<file path="src/pkg/lrrp_pkg.sv">
// Constants and types for the long-range register page.
// Assumes a 100 MHz clock and an AXI4-Lite master with 32-bit data.
package lrrp_pkg;

   ////////////////////////////////////////////////////////////////////////
   // Bus geometry: printed offsets are word indices, byte address = 4*idx
   localparam int ADDR_W = 9;
   localparam int IDX_W = 7;
   localparam int BYTE_W = 8;
   localparam int FIFO_DEPTH = 16;

   localparam logic [IDX_W-1:0] IDX_FIFO = 7'h00;
   localparam logic [IDX_W-1:0] IDX_OPMODE = 7'h01;
   localparam logic [IDX_W-1:0] IDX_RSV_LO = 7'h02;
   localparam logic [IDX_W-1:0] IDX_RSV_HI = 7'h05;
   localparam logic [IDX_W-1:0] IDX_FRF_HI = 7'h06;
   localparam logic [IDX_W-1:0] IDX_FRF_LO = 7'h08;
   localparam logic [IDX_W-1:0] IDX_PAGE_LO = 7'h0D;
   localparam logic [IDX_W-1:0] IDX_PAGE_HI = 7'h3F;
   localparam logic [IDX_W-1:0] IDX_BAND_LO = 7'h61;
   localparam logic [IDX_W-1:0] IDX_BAND_HI = 7'h73;

   localparam int PAGE_N = 51;
   localparam int PAGE_AW = 6;
   localparam int BAND_N = 19;
   localparam int BAND_AW = 5;
   localparam int FRF_N = 3;

   ////////////////////////////////////////////////////////////////////////
   // Operating-mode field layout and reset values
   localparam int OPM_FAMILY_BIT = 7;
   localparam int OPM_SHARED_BIT = 6;
   localparam int OPM_BAND_BIT = 3;
   localparam int OPM_STATE_MSB = 2;

   localparam logic FAMILY_RST = 1'b0;
   localparam logic SHARED_RST = 1'b0;
   localparam logic BAND_RST = 1'b1;
   localparam logic [BYTE_W-1:0] FRF_HI_RST = 8'h6C;
   localparam logic [BYTE_W-1:0] FRF_MID_RST = 8'h80;
   localparam logic [BYTE_W-1:0] FRF_LO_RST = 8'h00;
   localparam logic [BYTE_W-1:0] PAGE_RST = 8'h00;

   localparam logic [1:0] RESP_OKAY = 2'h0;
   localparam logic [1:0] RESP_SLVERR = 2'h2;

   // Encodings are fixed by the host-visible field
   typedef enum logic [2:0] {
      ST_SLEEP = 3'h0,
      ST_STANDBY = 3'h1,
      ST_TX_SYNTH = 3'h2,
      ST_TRANSMIT = 3'h3,
      ST_RX_SYNTH = 3'h4,
      ST_RX_CONT = 3'h5,
      ST_RX_SINGLE = 3'h6,
      ST_CAD = 3'h7
   } lrrp_state_t;

   localparam lrrp_state_t STATE_RST = ST_STANDBY;

   typedef enum logic [2:0] {
      K_NONE = 3'h0,
      K_FIFO = 3'h1,
      K_OPMODE = 3'h2,
      K_RSV = 3'h3,
      K_FRF = 3'h4,
      K_PAGE = 3'h5,
      K_BAND = 3'h6
   } lrrp_kind_t;

   typedef struct packed {
      logic modem_family_select;
      logic shared_page_window_enable;
      logic band_bank_select;
      lrrp_state_t op_state;
      logic [23:0] carrier_freq;
   } lrrp_cfg_t;

endpackage

</file>
<file path="src/rtl/lrrp_regs.sv">
// Register page of the long-range modem with its payload FIFOs.
// Assumes an AXI4-Lite master and modem stream logic on the same clock.
`timescale 1ns/1ps

////////////////////////////////////////////////////////////////////////////
module lrrp_fifo
   import lrrp_pkg::*;
#(
   parameter int WIDTH = BYTE_W,
   parameter int DEPTH = FIFO_DEPTH
) (
   // Clock and reset
   input wire logic clk,
   input wire logic reset_n,
   input wire logic flush,
   // Fill side
   input wire logic [WIDTH-1:0] in_data,
   input wire logic in_valid,
   output logic in_ready,
   // Drain side
   output logic [WIDTH-1:0] out_data,
   output logic out_valid,
   input wire logic out_ready
);
   localparam int PW = $clog2(DEPTH);

   logic [WIDTH-1:0] mem_r [0:DEPTH-1];
   logic [PW-1:0] wr_ptr_r;
   logic [PW-1:0] rd_ptr_r;
   logic [PW:0] count_r;
   logic push;
   logic pop;

   assign in_ready = (count_r != (PW+1)'(DEPTH)) && !flush;
   assign out_valid = (count_r != '0) && !flush;
   assign out_data = mem_r[rd_ptr_r];
   assign push = in_valid && in_ready;
   assign pop = out_valid && out_ready;

   always_ff @(posedge clk) begin
      if (push) begin
         mem_r[wr_ptr_r] <= in_data;
      end
   end

   always_ff @(posedge clk or negedge reset_n) begin
      if (!reset_n) begin
         wr_ptr_r <= '0;
         rd_ptr_r <= '0;
         count_r <= '0;
      end else if (flush) begin
         wr_ptr_r <= '0;
         rd_ptr_r <= '0;
         count_r <= '0;
      end else begin
         if (push) begin
            wr_ptr_r <= wr_ptr_r + 1'b1;
         end
         if (pop) begin
            rd_ptr_r <= rd_ptr_r + 1'b1;
         end
         if (push && !pop) begin
            count_r <= count_r + 1'b1;
         end else if (pop && !push) begin
            count_r <= count_r - 1'b1;
         end
      end
   end
endmodule

////////////////////////////////////////////////////////////////////////////
module lrrp_regs
   import lrrp_pkg::*;
(
   // Clock and reset
   input wire logic clk,
   input wire logic reset_n,
   // AXI4-Lite write address and data
   input wire logic [ADDR_W-1:0] s_axi_awaddr,
   input wire logic s_axi_awvalid,
   output logic s_axi_awready,
   input wire logic [31:0] s_axi_wdata,
   input wire logic [3:0] s_axi_wstrb,
   input wire logic s_axi_wvalid,
   output logic s_axi_wready,
   // AXI4-Lite write response
   output logic [1:0] s_axi_bresp,
   output logic s_axi_bvalid,
   input wire logic s_axi_bready,
   // AXI4-Lite read
   input wire logic [ADDR_W-1:0] s_axi_araddr,
   input wire logic s_axi_arvalid,
   output logic s_axi_arready,
   output logic [31:0] s_axi_rdata,
   output logic [1:0] s_axi_rresp,
   output logic s_axi_rvalid,
   input wire logic s_axi_rready,
   // Payload toward the modem
   output logic [BYTE_W-1:0] pay_tx_data,
   output logic pay_tx_valid,
   input wire logic pay_tx_ready,
   // Payload from the modem
   input wire logic [BYTE_W-1:0] pay_rx_data,
   input wire logic pay_rx_valid,
   output logic pay_rx_ready,
   // Configuration seen by the radio
   output lrrp_cfg_t cfg,
   output logic state_change
);
   ////////////////////////////////////////////////////////////////////////
   // Control state
   logic family_r;
   logic shared_r;
   logic band_r;
   lrrp_state_t state_r;
   logic state_change_r;
   logic [BYTE_W-1:0] frf_r [0:1][0:FRF_N-1];
   logic [BYTE_W-1:0] page_r [0:1][0:PAGE_N-1];
   logic [BYTE_W-1:0] band_mem_r [0:1][0:BAND_N-1];

   logic sleeping;
   logic page_sel;

   assign sleeping = (state_r == ST_SLEEP);
   // FSK page in FSK mode, or in long-range mode with window open
   assign page_sel = !family_r || shared_r;

   function automatic lrrp_kind_t decode(input logic [IDX_W-1:0] idx);
      lrrp_kind_t k;
      k = K_NONE;
      if (idx == IDX_FIFO) begin
         k = K_FIFO;
      end else if (idx == IDX_OPMODE) begin
         k = K_OPMODE;
      end else if (idx >= IDX_RSV_LO && idx <= IDX_RSV_HI) begin
         k = K_RSV;
      end else if (idx >= IDX_FRF_HI && idx <= IDX_FRF_LO) begin
         k = K_FRF;
      end else if (idx >= IDX_PAGE_LO && idx <= IDX_PAGE_HI) begin
         k = K_PAGE;
      end else if (idx >= IDX_BAND_LO && idx <= IDX_BAND_HI) begin
         k = K_BAND;
      end
      return k;
   endfunction

   ////////////////////////////////////////////////////////////////////////
   // Payload FIFOs
   logic tx_in_valid;
   logic tx_in_ready;
   logic [BYTE_W-1:0] rx_out_data;
   logic rx_out_valid;
   logic rx_out_ready;
   logic [BYTE_W-1:0] wr_byte;

   // Sleep holds both FIFOs empty
   lrrp_fifo #(.WIDTH(BYTE_W), .DEPTH(FIFO_DEPTH)) u_tx_fifo (
      .clk(clk),
      .reset_n(reset_n),
      .flush(sleeping),
      .in_data(wr_byte),
      .in_valid(tx_in_valid),
      .in_ready(tx_in_ready),
      .out_data(pay_tx_data),
      .out_valid(pay_tx_valid),
      .out_ready(pay_tx_ready)
   );

   lrrp_fifo #(.WIDTH(BYTE_W), .DEPTH(FIFO_DEPTH)) u_rx_fifo (
      .clk(clk),
      .reset_n(reset_n),
      .flush(sleeping),
      .in_data(pay_rx_data),
      .in_valid(pay_rx_valid),
      .in_ready(pay_rx_ready),
      .out_data(rx_out_data),
      .out_valid(rx_out_valid),
      .out_ready(rx_out_ready)
   );

   ////////////////////////////////////////////////////////////////////////
   // Write channel: address and data latched independently
   logic aw_held_r;
   logic [IDX_W-1:0] aw_idx_r;
   logic w_held_r;
   logic [BYTE_W-1:0] w_data_r;
   logic w_lane0_r;
   logic bvalid_r;
   logic [1:0] bresp_r;
   lrrp_kind_t wr_kind;
   logic wr_stall;
   logic wr_go;
   logic wr_en;

   assign s_axi_awready = !aw_held_r;
   assign s_axi_wready = !w_held_r;
   assign s_axi_bvalid = bvalid_r;
   assign s_axi_bresp = bresp_r;
   assign wr_kind = decode(aw_idx_r);
   assign wr_byte = w_data_r;
   // Full FIFO holds the response back instead of dropping bytes
   assign wr_stall = (wr_kind == K_FIFO) && !sleeping && !tx_in_ready;
   assign wr_go = aw_held_r && w_held_r && !bvalid_r && !wr_stall;
   assign wr_en = wr_go && w_lane0_r;
   assign tx_in_valid = wr_en && (wr_kind == K_FIFO) && !sleeping;

   always_ff @(posedge clk or negedge reset_n) begin
      if (!reset_n) begin
         aw_held_r <= 1'b0;
         aw_idx_r <= '0;
      end else if (s_axi_awvalid && !aw_held_r) begin
         aw_held_r <= 1'b1;
         aw_idx_r <= s_axi_awaddr[ADDR_W-1:2];
      end else if (wr_go) begin
         aw_held_r <= 1'b0;
      end
   end

   always_ff @(posedge clk or negedge reset_n) begin
      if (!reset_n) begin
         w_held_r <= 1'b0;
         w_data_r <= '0;
         w_lane0_r <= 1'b0;
      end else if (s_axi_wvalid && !w_held_r) begin
         w_held_r <= 1'b1;
         w_data_r <= s_axi_wdata[BYTE_W-1:0];
         w_lane0_r <= s_axi_wstrb[0];
      end else if (wr_go) begin
         w_held_r <= 1'b0;
      end
   end

   always_ff @(posedge clk or negedge reset_n) begin
      if (!reset_n) begin
         bvalid_r <= 1'b0;
         bresp_r <= RESP_OKAY;
      end else if (wr_go) begin
         bvalid_r <= 1'b1;
         bresp_r <= (wr_kind == K_NONE) ? RESP_SLVERR : RESP_OKAY;
      end else if (s_axi_bready) begin
         bvalid_r <= 1'b0;
      end
   end

   ////////////////////////////////////////////////////////////////////////
   // Operating-mode register
   always_ff @(posedge clk or negedge reset_n) begin
      if (!reset_n) begin
         family_r <= FAMILY_RST;
         shared_r <= SHARED_RST;
         band_r <= BAND_RST;
         state_r <= STATE_RST;
         state_change_r <= 1'b0;
      end else begin
         state_change_r <= 1'b0;
         if (wr_en && wr_kind == K_OPMODE) begin
            // Judged on the state before this write
            if (sleeping) begin
               family_r <= wr_byte[OPM_FAMILY_BIT];
            end
            shared_r <= wr_byte[OPM_SHARED_BIT];
            band_r <= wr_byte[OPM_BAND_BIT];
            state_r <= lrrp_state_t'(wr_byte[OPM_STATE_MSB:0]);
            state_change_r <= 1'b1;
         end
      end
   end

   assign state_change = state_change_r;

   ////////////////////////////////////////////////////////////////////////
   // Carrier word, one copy per modem family
   logic [1:0] wr_frf_off;
   assign wr_frf_off = 2'(aw_idx_r - IDX_FRF_HI);

   // Write allowed in any state; the host keeps it to sleep or standby
   always_ff @(posedge clk or negedge reset_n) begin
      if (!reset_n) begin
         for (int f = 0; f < 2; f++) begin
            frf_r[f][0] <= FRF_HI_RST;
            frf_r[f][1] <= FRF_MID_RST;
            frf_r[f][2] <= FRF_LO_RST;
         end
      end else if (wr_en && wr_kind == K_FRF) begin
         frf_r[family_r][wr_frf_off] <= wr_byte;
      end
   end

   ////////////////////////////////////////////////////////////////////////
   // Paged and band-specific storage
   logic [PAGE_AW-1:0] wr_pg_off;
   logic [BAND_AW-1:0] wr_bd_off;
   assign wr_pg_off = PAGE_AW'(aw_idx_r - IDX_PAGE_LO);
   assign wr_bd_off = BAND_AW'(aw_idx_r - IDX_BAND_LO);

   always_ff @(posedge clk or negedge reset_n) begin
      if (!reset_n) begin
         for (int p = 0; p < 2; p++) begin
            for (int i = 0; i < PAGE_N; i++) begin
               page_r[p][i] <= PAGE_RST;
            end
         end
      end else if (wr_en && wr_kind == K_PAGE) begin
         page_r[page_sel][wr_pg_off] <= wr_byte;
      end
   end

   always_ff @(posedge clk or negedge reset_n) begin
      if (!reset_n) begin
         for (int b = 0; b < 2; b++) begin
            for (int i = 0; i < BAND_N; i++) begin
               band_mem_r[b][i] <= PAGE_RST;
            end
         end
      end else if (wr_en && wr_kind == K_BAND) begin
         band_mem_r[band_r][wr_bd_off] <= wr_byte;
      end
   end

   ////////////////////////////////////////////////////////////////////////
   // Read channel: address taken, data one cycle later
   logic rvalid_r;
   logic [31:0] rdata_r;
   logic [1:0] rresp_r;
   logic ar_hs;
   logic [IDX_W-1:0] rd_idx;
   lrrp_kind_t rd_kind;
   logic [BYTE_W-1:0] rd_byte;
   logic [1:0] rd_frf_off;
   logic [PAGE_AW-1:0] rd_pg_off;
   logic [BAND_AW-1:0] rd_bd_off;

   assign s_axi_arready = !rvalid_r;
   assign s_axi_rvalid = rvalid_r;
   assign s_axi_rdata = rdata_r;
   assign s_axi_rresp = rresp_r;
   assign ar_hs = s_axi_arvalid && !rvalid_r;
   assign rd_idx = s_axi_araddr[ADDR_W-1:2];
   assign rd_kind = decode(rd_idx);
   assign rd_frf_off = 2'(rd_idx - IDX_FRF_HI);
   assign rd_pg_off = PAGE_AW'(rd_idx - IDX_PAGE_LO);
   assign rd_bd_off = BAND_AW'(rd_idx - IDX_BAND_LO);
   // Each read of the port outside sleep consumes one received byte if one waits
   assign rx_out_ready = ar_hs && (rd_kind == K_FIFO) && !sleeping;

   always_comb begin
      rd_byte = 8'h00;
      case (rd_kind)
         K_FIFO: begin
            if (!sleeping && rx_out_valid) begin
               rd_byte = rx_out_data;
            end
         end
         K_OPMODE: begin
            rd_byte[OPM_FAMILY_BIT] = family_r;
            rd_byte[OPM_SHARED_BIT] = shared_r;
            rd_byte[OPM_BAND_BIT] = band_r;
            rd_byte[OPM_STATE_MSB:0] = state_r;
         end
         K_FRF: begin
            rd_byte = frf_r[family_r][rd_frf_off];
         end
         K_PAGE: begin
            rd_byte = page_r[page_sel][rd_pg_off];
         end
         K_BAND: begin
            rd_byte = band_mem_r[band_r][rd_bd_off];
         end
         default: begin
            rd_byte = 8'h00;
         end
      endcase
   end

   always_ff @(posedge clk or negedge reset_n) begin
      if (!reset_n) begin
         rvalid_r <= 1'b0;
         rdata_r <= '0;
         rresp_r <= RESP_OKAY;
      end else if (ar_hs) begin
         rvalid_r <= 1'b1;
         rdata_r <= {24'h000000, rd_byte};
         rresp_r <= (rd_kind == K_NONE) ? RESP_SLVERR : RESP_OKAY;
      end else if (s_axi_rready) begin
         rvalid_r <= 1'b0;
      end
   end

   ////////////////////////////////////////////////////////////////////////
   // Configuration toward the radio follows the active family
   always_comb begin
      cfg.modem_family_select = family_r;
      cfg.shared_page_window_enable = shared_r;
      cfg.band_bank_select = band_r;
      cfg.op_state = state_r;
      cfg.carrier_freq = {frf_r[family_r][0], frf_r[family_r][1],
                          frf_r[family_r][2]};
   end
endmodule

</file>
<file path="config.mk">
export PLATFORM = sky130hd
export DESIGN_NAME = lrrp_regs
export DESIGN_NICKNAME = d
export VERILOG_FILES = /design/src/pkg/lrrp_pkg.sv /design/src/rtl/lrrp_regs.sv
export SDC_FILE = /design/constraint.sdc
export NUM_CORES = 2
export LEC_CHECK = 0
export BUFFER_PORTS_ARGS = -buffer_cell sky130_fd_sc_hd__buf_2
export CAP_MARGIN = 5
export CORE_ASPECT_RATIO = 1.1
export CORE_MARGIN = 3
export CORE_UTILIZATION = 30
export DETAILED_ROUTE_END_ITERATION = 7
export PLACE_DENSITY_LB_ADDON = 0.25
export SETUP_SLACK_MARGIN = 0.15
export SYNTH_ARGS = -nofsm -noshare
export SYNTH_HDL_FRONTEND = slang
export SYNTH_SLANG_ARGS = --single-unit
</file>
<file path="constraint.sdc">
create_clock -name clk -period 5.25 [get_ports clk]
set_input_delay 0.2625 -clock clk [delete_from_list [all_inputs] [get_ports clk]]
set_output_delay 0.2625 -clock clk [all_outputs]
set_load 0.02 [all_outputs]
</file>
Word-level counts from Yosys, hierarchy flattened --
Memories as Yosys holds them, arrays and structs flattened. Index checks and enable logic that the tools add are counted.
Cells by class: $add $sub $neg 14, magnitude comparators 31, equality and inequality tests 14, mux-type cells 77, bitwise gates (word level) 9, reductions and logical operators 75
Operator list (number):
- $mux W408 | 4
- $bwmux W816 | 1
- $mux W152 | 4
- $demux W408 S1 | 1
- $bwmux W304 | 1
- $demux W152 S1 | 1
- $mux W24 | 4
- $mux W8 | 10
- $bmux W8 S6 | 1
- $bwmux W48 | 1
- $demux W8 S6 | 1
- $logic_and A1 B1 Y1 | 44
- $bmux W8 S5 | 1
- $demux W8 S5 | 1
- $mux W3 | 12
- $mux W4 | 8
- $mux W5 | 6
- $ge A7 B7 Y1 const B | 4
- $demux W24 S1 | 1
- $pmux W4 S5 | 1
- $sub A5 B1 Y5 const B | 4
- $eq A3 B3 Y1 const B | 6
- $add A4 B1 Y4 const B | 4
- $bmux W8 S2 | 1
- 38 further kinds | 98
Word-level totals: register bits 1233, bits in writable memories 256, bits of input ports 71, output and inout port bits 82, word-level logic and storage cells 389, memories 2
Memory list:
- u_rx_fifo.mem_r | words 16, width 8, rd ports 1, clocked after memory_dff 0, wr ports 1, line lrrp_regs.sv:27 | logic [WIDTH-1:0] mem_r [0:DEPTH-1];
- u_tx_fifo.mem_r | words 16, width 8, rd ports 1, clocked after memory_dff 0, wr ports 1, line lrrp_regs.sv:27

Longest topological paths before layout --
depth after elaboration 22, gate-level depth with buffers 18, mapped depth without buffers 15

Hierarchy --
From an unflattened synthesis, not the netlist that was laid out.
Unflattened totals: cells, all modules 4995, area, all modules 69706.9 sq um
By module, submodules not included:
- lrrp_regs | instances 1, cells an instance 4289, area an instance 57818.0 sq um, seq. area each 30168.9 sq um
- lrrp_fifo | instances 2, cells an instance 353, area an instance 5944.5 sq um, seq. area each 4169.0 sq um

Worst setup path after synthesis --
No wires, ideal clock.
path kind input -> register, start input port s_axi_araddr[3], end register u_rx_fifo.count_r[4], library setup time 83 ps, arrival 4053 ps, data required time 5167 ps, path slack 1115 ps, cell stages on the path 17, path buffers 3, cells stage by stage buf_2 clkbuf_1 clkinv_1 ha_1 o311ai_1 a221o_1 o211ai_1 mux2_4 or3_1 buf_2 nand2_1 ha_1 a21o_1 a21oi_1 nor4b_1 a221oi_1 o21ai_0
On the way: longest elaborated chain between the ends 16, elaborated cells between the ends (all ways) 30, classes of those cells 8 x order compare; 2 x eq/ne; 8 x mux; 12 x reduce/logical
Ends and longest elaborated chain:
- start, declared | line lrrp_regs.sv:91 | input wire logic [ADDR_W-1:0] s_axi_araddr,
- $ge A7 B7 Y1 / $le A7 B7 Y1 (equally long branches) | line lrrp_regs.sv:141 | end else if (idx >= IDX_BAND_LO && idx <= IDX_BAND_HI) begin
- $logic_and A1 B1 Y1 | line lrrp_regs.sv:141
- $mux W3 | line lrrp_regs.sv:141
- $mux W3 | line lrrp_regs.sv:139 | end else if (idx >= IDX_PAGE_LO && idx <= IDX_PAGE_HI) begin
- $mux W3 | line lrrp_regs.sv:137 | end else if (idx >= IDX_FRF_HI && idx <= IDX_FRF_LO) begin
- $mux W3 | line lrrp_regs.sv:135 | end else if (idx >= IDX_RSV_LO && idx <= IDX_RSV_HI) begin
- $mux W3 | line lrrp_regs.sv:133 | end else if (idx == IDX_OPMODE) begin
- $mux W3 (*) | line lrrp_regs.sv:131 | if (idx == IDX_FIFO) begin
- $eq A3 B1 Y1 (*) | line lrrp_regs.sv:344 | assign rx_out_ready = ar_hs && (rd_kind == K_FIFO) && !sleeping;
- $logic_and A1 B1 Y1 (*) (2 in a row) | line lrrp_regs.sv:344
- $logic_and A1 B1 Y1 (*) | line lrrp_regs.sv:38 | assign pop = out_valid && out_ready;
- $logic_not A1 Y1 | line lrrp_regs.sv:62 | if (push && !pop) begin
- $logic_and A1 B1 Y1 | line lrrp_regs.sv:62
- $mux W5 | line lrrp_regs.sv:62
- $mux W5 | line lrrp_regs.sv:51 | end else if (flush) begin
- end signal, assigned | line lrrp_regs.sv:63 | count_r <= count_r + 1'b1;
- end signal, assigned | line lrrp_regs.sv:65 | count_r <= count_r - 1'b1;
- end, declared | line lrrp_regs.sv:30 | logic [PW:0] count_r;
Every way passes the cells marked *; elsewhere a longest branch is shown, timed or not. A chain may end at the register's enable or synchronous reset.

Final worst setup path --
start register aw_idx_r[0], end register u_tx_fifo.count_r[4]
On the way: longest elaborated chain between the ends 20, elaborated cells between the ends (all ways) 35, classes of those cells 8 x order compare; 2 x eq/ne; 8 x mux; 17 x reduce/logical
Ends and longest elaborated chain:
- start, declared | line lrrp_regs.sv:184 | logic [IDX_W-1:0] aw_idx_r;
- start signal, assigned | line lrrp_regs.sv:213 | aw_idx_r <= s_axi_awaddr[ADDR_W-1:2];
- $ge A7 B7 Y1 / $le A7 B7 Y1 (equally long branches) | line lrrp_regs.sv:141
- $logic_and A1 B1 Y1 | line lrrp_regs.sv:141
- $mux W3 | line lrrp_regs.sv:141
- $mux W3 | line lrrp_regs.sv:139
- $mux W3 | line lrrp_regs.sv:137
- $mux W3 | line lrrp_regs.sv:135
- $mux W3 | line lrrp_regs.sv:133
- $mux W3 (*) | line lrrp_regs.sv:131
- (+3 left out)
- $logic_not A1 Y1 | line lrrp_regs.sv:203 | assign wr_go = aw_held_r && w_held_r && !bvalid_r && !wr_stall;
- $logic_and A1 B1 Y1 | line lrrp_regs.sv:203
- $logic_and A1 B1 Y1 | line lrrp_regs.sv:204 | assign wr_en = wr_go && w_lane0_r;
- $logic_and A1 B1 Y1 (*) (2 in a row) | line lrrp_regs.sv:205 | assign tx_in_valid = wr_en && (wr_kind == K_FIFO) && !sleeping;
- $logic_and A1 B1 Y1 (*) | line lrrp_regs.sv:37 | assign push = in_valid && in_ready;
- $logic_and A1 B1 Y1 / $logic_not A1 Y1 (equally long branches) | line lrrp_regs.sv:62, lrrp_regs.sv:64
- $mux W5 / $logic_and A1 B1 Y1 (equally long branches) | line lrrp_regs.sv:62, lrrp_regs.sv:64
- $mux W5 / $reduce_bool A3 Y1 (equally long branches)
- end signal, assigned | line lrrp_regs.sv:63
- end signal, assigned | line lrrp_regs.sv:65
- end, declared | line lrrp_regs.sv:30
Marks and branches as above.

==> out/metrics.csv <==
stage,metric,value,unit
cells_and_area,Syn-to-layout area delta,14.74,%
routing,via/cell ratio,5.123,
cells_and_area,NumNets Final,4924,
sta,final hold vios,0,
yosys,Post-Syn Area,0.06913,mm²
sta,Final WS setup,1.104,ns
grt,first-pass GRT wire length,302800,µm
setup_path,cell seen most often among critical-path stages,nand2_1,
clock_network,worst-skew pair later-pin latency,0.82,ns
setup_path,FF-to-FF path depth,12,
setup_path,WP data required,5.96,ns
setup_path,slowest CP cell,nor4_2,
setup_path,Critical Path End Type,register,
yosys,synth warn,0,
grt,largest net degree at the start of global routing,164,
clock_network,clk sink count,1487,
sta,period utilisation layout,78.97,%
yosys,largest family of logic cells by synthesized area,multiplexers,
yosys,Compound-Gate Fraction of Synth Area,4.172,%
die,FP Rows,184,
sta,setup tns final,0,ns
setup_path,crit-path max cell delay,0.75,ns
yosys,"Primary FF master, synth",dfrtp_1,
placement,IO buf count,95,
cells_and_area,layout cells sized above 1,43.06,%
placement,Setup WS pre-CTS,0.8844,ns
clock_network,post-CTS resize count,0,
die,Core ar.,0.2288,mm²
routing,final wirelength,204100,µm
setup_path,"Cell Chain, Critical Path","inv_1, ha_1, nand3_1, nor4_2, nand2_1, fa_1, a21o_1, a21oi_1, nand2_1, nand2_1, a21oi_1, o21ai_0",
pwr,worst vdd ir,435.7,µV
yosys,top cell type's share of synthesized area,44.13,%
grt,remaining global-route overflow,0,
routing,1st-iter DRT viols,2814,
placement,GP Congestion,0.8453,
min_path,type of the most critical hold path,input port to asynchronous set/reset pin,
clock_network,CTS tree,yes,
clock_network,"Setup Fix Bufs, Post-CTS",0,
grt,vias in the first global route,42780,
setup_path,Worst Setup Path Type,register to register,
run_status,status,"complete, no violations",
die,io pins,153,
setup_path,Worst Setup Start Kind,register,
yosys,post-synthesis area per instance,14.57,µm²
setup_path,worst-path maximum fanout,12,
yosys,Yosys reg bits,1487,
sta,final setup fails,0,
grt,antenna violations before repair,11,
routing,Final ANT Viol Nets,0,
die,Die Height,509.4,µm
die,die area,0.2362,mm²
sta,final period demand of the worst path,4.146,ns
placement,placed cell count,7693,
cells_and_area,fin cells,8035,
yosys,Syn Inst Count,4745,
clock_network,Clock Root Buffer,clkbuf_16,
sta,worst rel slew slack,10.29,%
yosys,"top cells by area, synth","dfrtp_1, mux2_2, edfxtp_1",
routing,Remaining DRCs,0,
yosys,Adder-Cell Fraction of Synth Area,0.5466,%
grt,gr usage total,17.09,%
sta,fmax,241.2,MHz
yosys,ys async rst share,82.78,%
sta,max-slew violation count,0,
yosys,"EDFF count, synth",256,
die,chip width,463.7,µm
routing,vias,41170,
yosys,synth unique cells,89,
clock_network,"CTS clk-pin slew, worst paths",0.06,ns
clock_network,CTS Buf Count,164,
pwr,Lkg Pwr,0.03505,µW
routing,1st-pass router iterations,6,
pwr,power per cell area,419.1,mW/mm²
placement,Final HPWL DP,130500,µm
yosys,xor and xnor area share after synthesis,0.3674,%
die,Initial Util,30.21,%
routing,drt wl/cell,25.41,µm
yosys,most frequent cells after synthesis,"dfrtp_1, mux2_2, nand2_1",
job,total of max-cap violations,0,
yosys,mux contribution to synthesized area,30.09,%
setup_path,R2R Path End,u_tx_fifo.count_r[4],
yosys,"Seq/Total Area, Yosys",55.71,%
sta,RSZ-0062 raised after global routing,false,
yosys,largest area contributor in the netlist,dfrtp_1,
sta,pin slew with the least headroom to its limit,1.341,ns
clock_network,clock tree buffer depth,3,
yosys,most common cell in the netlist,dfrtp_1,
sta,Clock Skews,0.03066,ns
clock_network,H-tree depth,4,
setup_path,R2R Setup Slk,1.10,ns
yosys,simple-gate share of the synthesized area,6.505,%
setup_path,R2R Path Start,aw_idx_r[0],
setup_path,CP arrival,4.86,ns
## area by class of cell
cell class                      count  area, µm²
Multi-Input combinational cell   2881      29090
Fill cell                       22170     149500
Antenna cell                        6      15.01
Inverter                           30      112.6
Tap cell                         3069       3840
Sequential cell                  1487      38550
Clock buffer                      246       4793
Timing Repair Buffer              260       2137
Clock inverter                     56      773.2
## where the power goes
| group | internal (µW) | switching (µW) |
|---|---|---|
| Clock | 6950 | 4910 |
| Combinational | 2360 | 4940 |
| Sequential | 12900 | 1180 |
| Total | 22200 | 11000 |
## placed cells by master (no fill, tap or decap), types with 13 or more instances in the layout
cell type	synthesis	routed
mux2_2	1191	1191
buf_12	1	26
a21oi_1	79	79
nor2_1	82	81
buf_2	81	93
a22oi_1	23	23
clkbuf_16	0	165
dlygate4sd3_1	0	34
o221ai_1	31	31
or3_1	13	13
nand3_1	87	85
dfrtp_1	1219	1207
mux2i_1	141	141
inv_1	28	27
a32oi_1	21	21
clkbuf_8	0	36
nor2_2	54	54
nor2_4	54	55
o21ai_0	61	61
edfxtp_1	256	256
clkbuf_1	212	45
clkinv_2	0	20
a31oi_1	30	30
nor4_1	29	24
a211oi_1	18	18
nand2b_1	21	19
mux4_2	249	249
and2_1	16	16
nor3_1	25	24
mux2_1	21	21
conb_1	1	26
buf_4	44	106
ha_1	27	26
o22ai_1	19	19
nand2_1	290	287
nor2_8	24	24
o211ai_1	18	18
o31ai_1	14	14
## layer usage
layer | global-route usage [%] | routed length, µm | vias up
li1 | - | - | 17800
met1 | 22.79 | 90130 | 22290
met2 | 28.38 | 99670 | 794
met3 | 2.327 | 6883 | 283
met4 | 6.414 | 7457 | 0
met5 | 0 | 0 | -
## sequential cells by signal, summed over array words and instances, names as in the netlist, 3 cells and up
name / count
u_tx_fifo.mem_r: 128
u_rx_fifo.rd_ptr_r: 4
u_tx_fifo.wr_ptr_r: 4
state_r: 3
u_rx_fifo.wr_ptr_r: 4
u_rx_fifo.mem_r: 128
frf_r: 48
band_mem_r: 304
page_r: 816
u_tx_fifo.count_r: 5
u_rx_fifo.count_r: 5
aw_idx_r: 7
s_axi_rdata: 8
u_tx_fifo.rd_ptr_r: 4
w_data_r: 8
## worst max-delay path: cells and delay by family, from the launching register on
| kind | cells | cell delay, ns |
|---|---|---|
| adders and majority gates | 2 | 1.04 |
| and+or+nand+nor | 5 | 1.47 |
| AOI/OAI and AO/OA | 4 | 0.73 |
| buffers and inverters | 1 | 0.26 |
| DFF | 1 | 0.54 |
## timing repair
| item | 4_1_cts | 5_1_grt |
|---|---|---|
| endpoints found under the hold margin | 269 | 0 |
| hold buffers | 34 | 0 |
| endpoints found under the setup margin | 0 | 0 |
## worst max path at each step
stage                                end  depth (start not counted)  slack, ns       startpoint
floorplan           u_rx_fifo.count_r[4]                         17       1.11  s_axi_araddr[3]
global placement    u_rx_fifo.count_r[4]                         15       0.77  s_axi_araddr[3]
detailed placement        s_axi_rdata[5]                         13       0.88  s_axi_araddr[3]
CTS                 u_tx_fifo.count_r[4]                         12       1.19      aw_idx_r[0]
global route        u_tx_fifo.count_r[4]                         12       0.75      aw_idx_r[0]
finish              u_tx_fifo.count_r[4]                         12       1.10      aw_idx_r[0]
## kinds of logic after synthesis
family / after synthesis
DFF: 1487
xor gates and xnor gates: 29
and+or+nand+nor: 771
AOI/OAI and AO/OA: 415
adders and majority gates: 29
other: 1
muxes: 1611
buffers and inverters: 402
## stage by stage
| stage | hold slack (ns) | total power, µW | utilization, % | area (µm²) |
|---|---|---|---|---|
| CTS | 0.05508 | 33640 | 34.65 | 79300 |
| detailed placement | 0.3173 | 21640 | 32.07 | 73390 |
| finish | 0.04296 | 33240 | 34.66 | 79310 |
| global route | 0.06750 | 34600 | 34.66 | 79310 |
| global placement | 0.3218 | 21480 | 32.07 | 73390 |
| floorplan | -0.03309 | 18280 | - | 69220 |
Power figures use the tool's default switching activity.
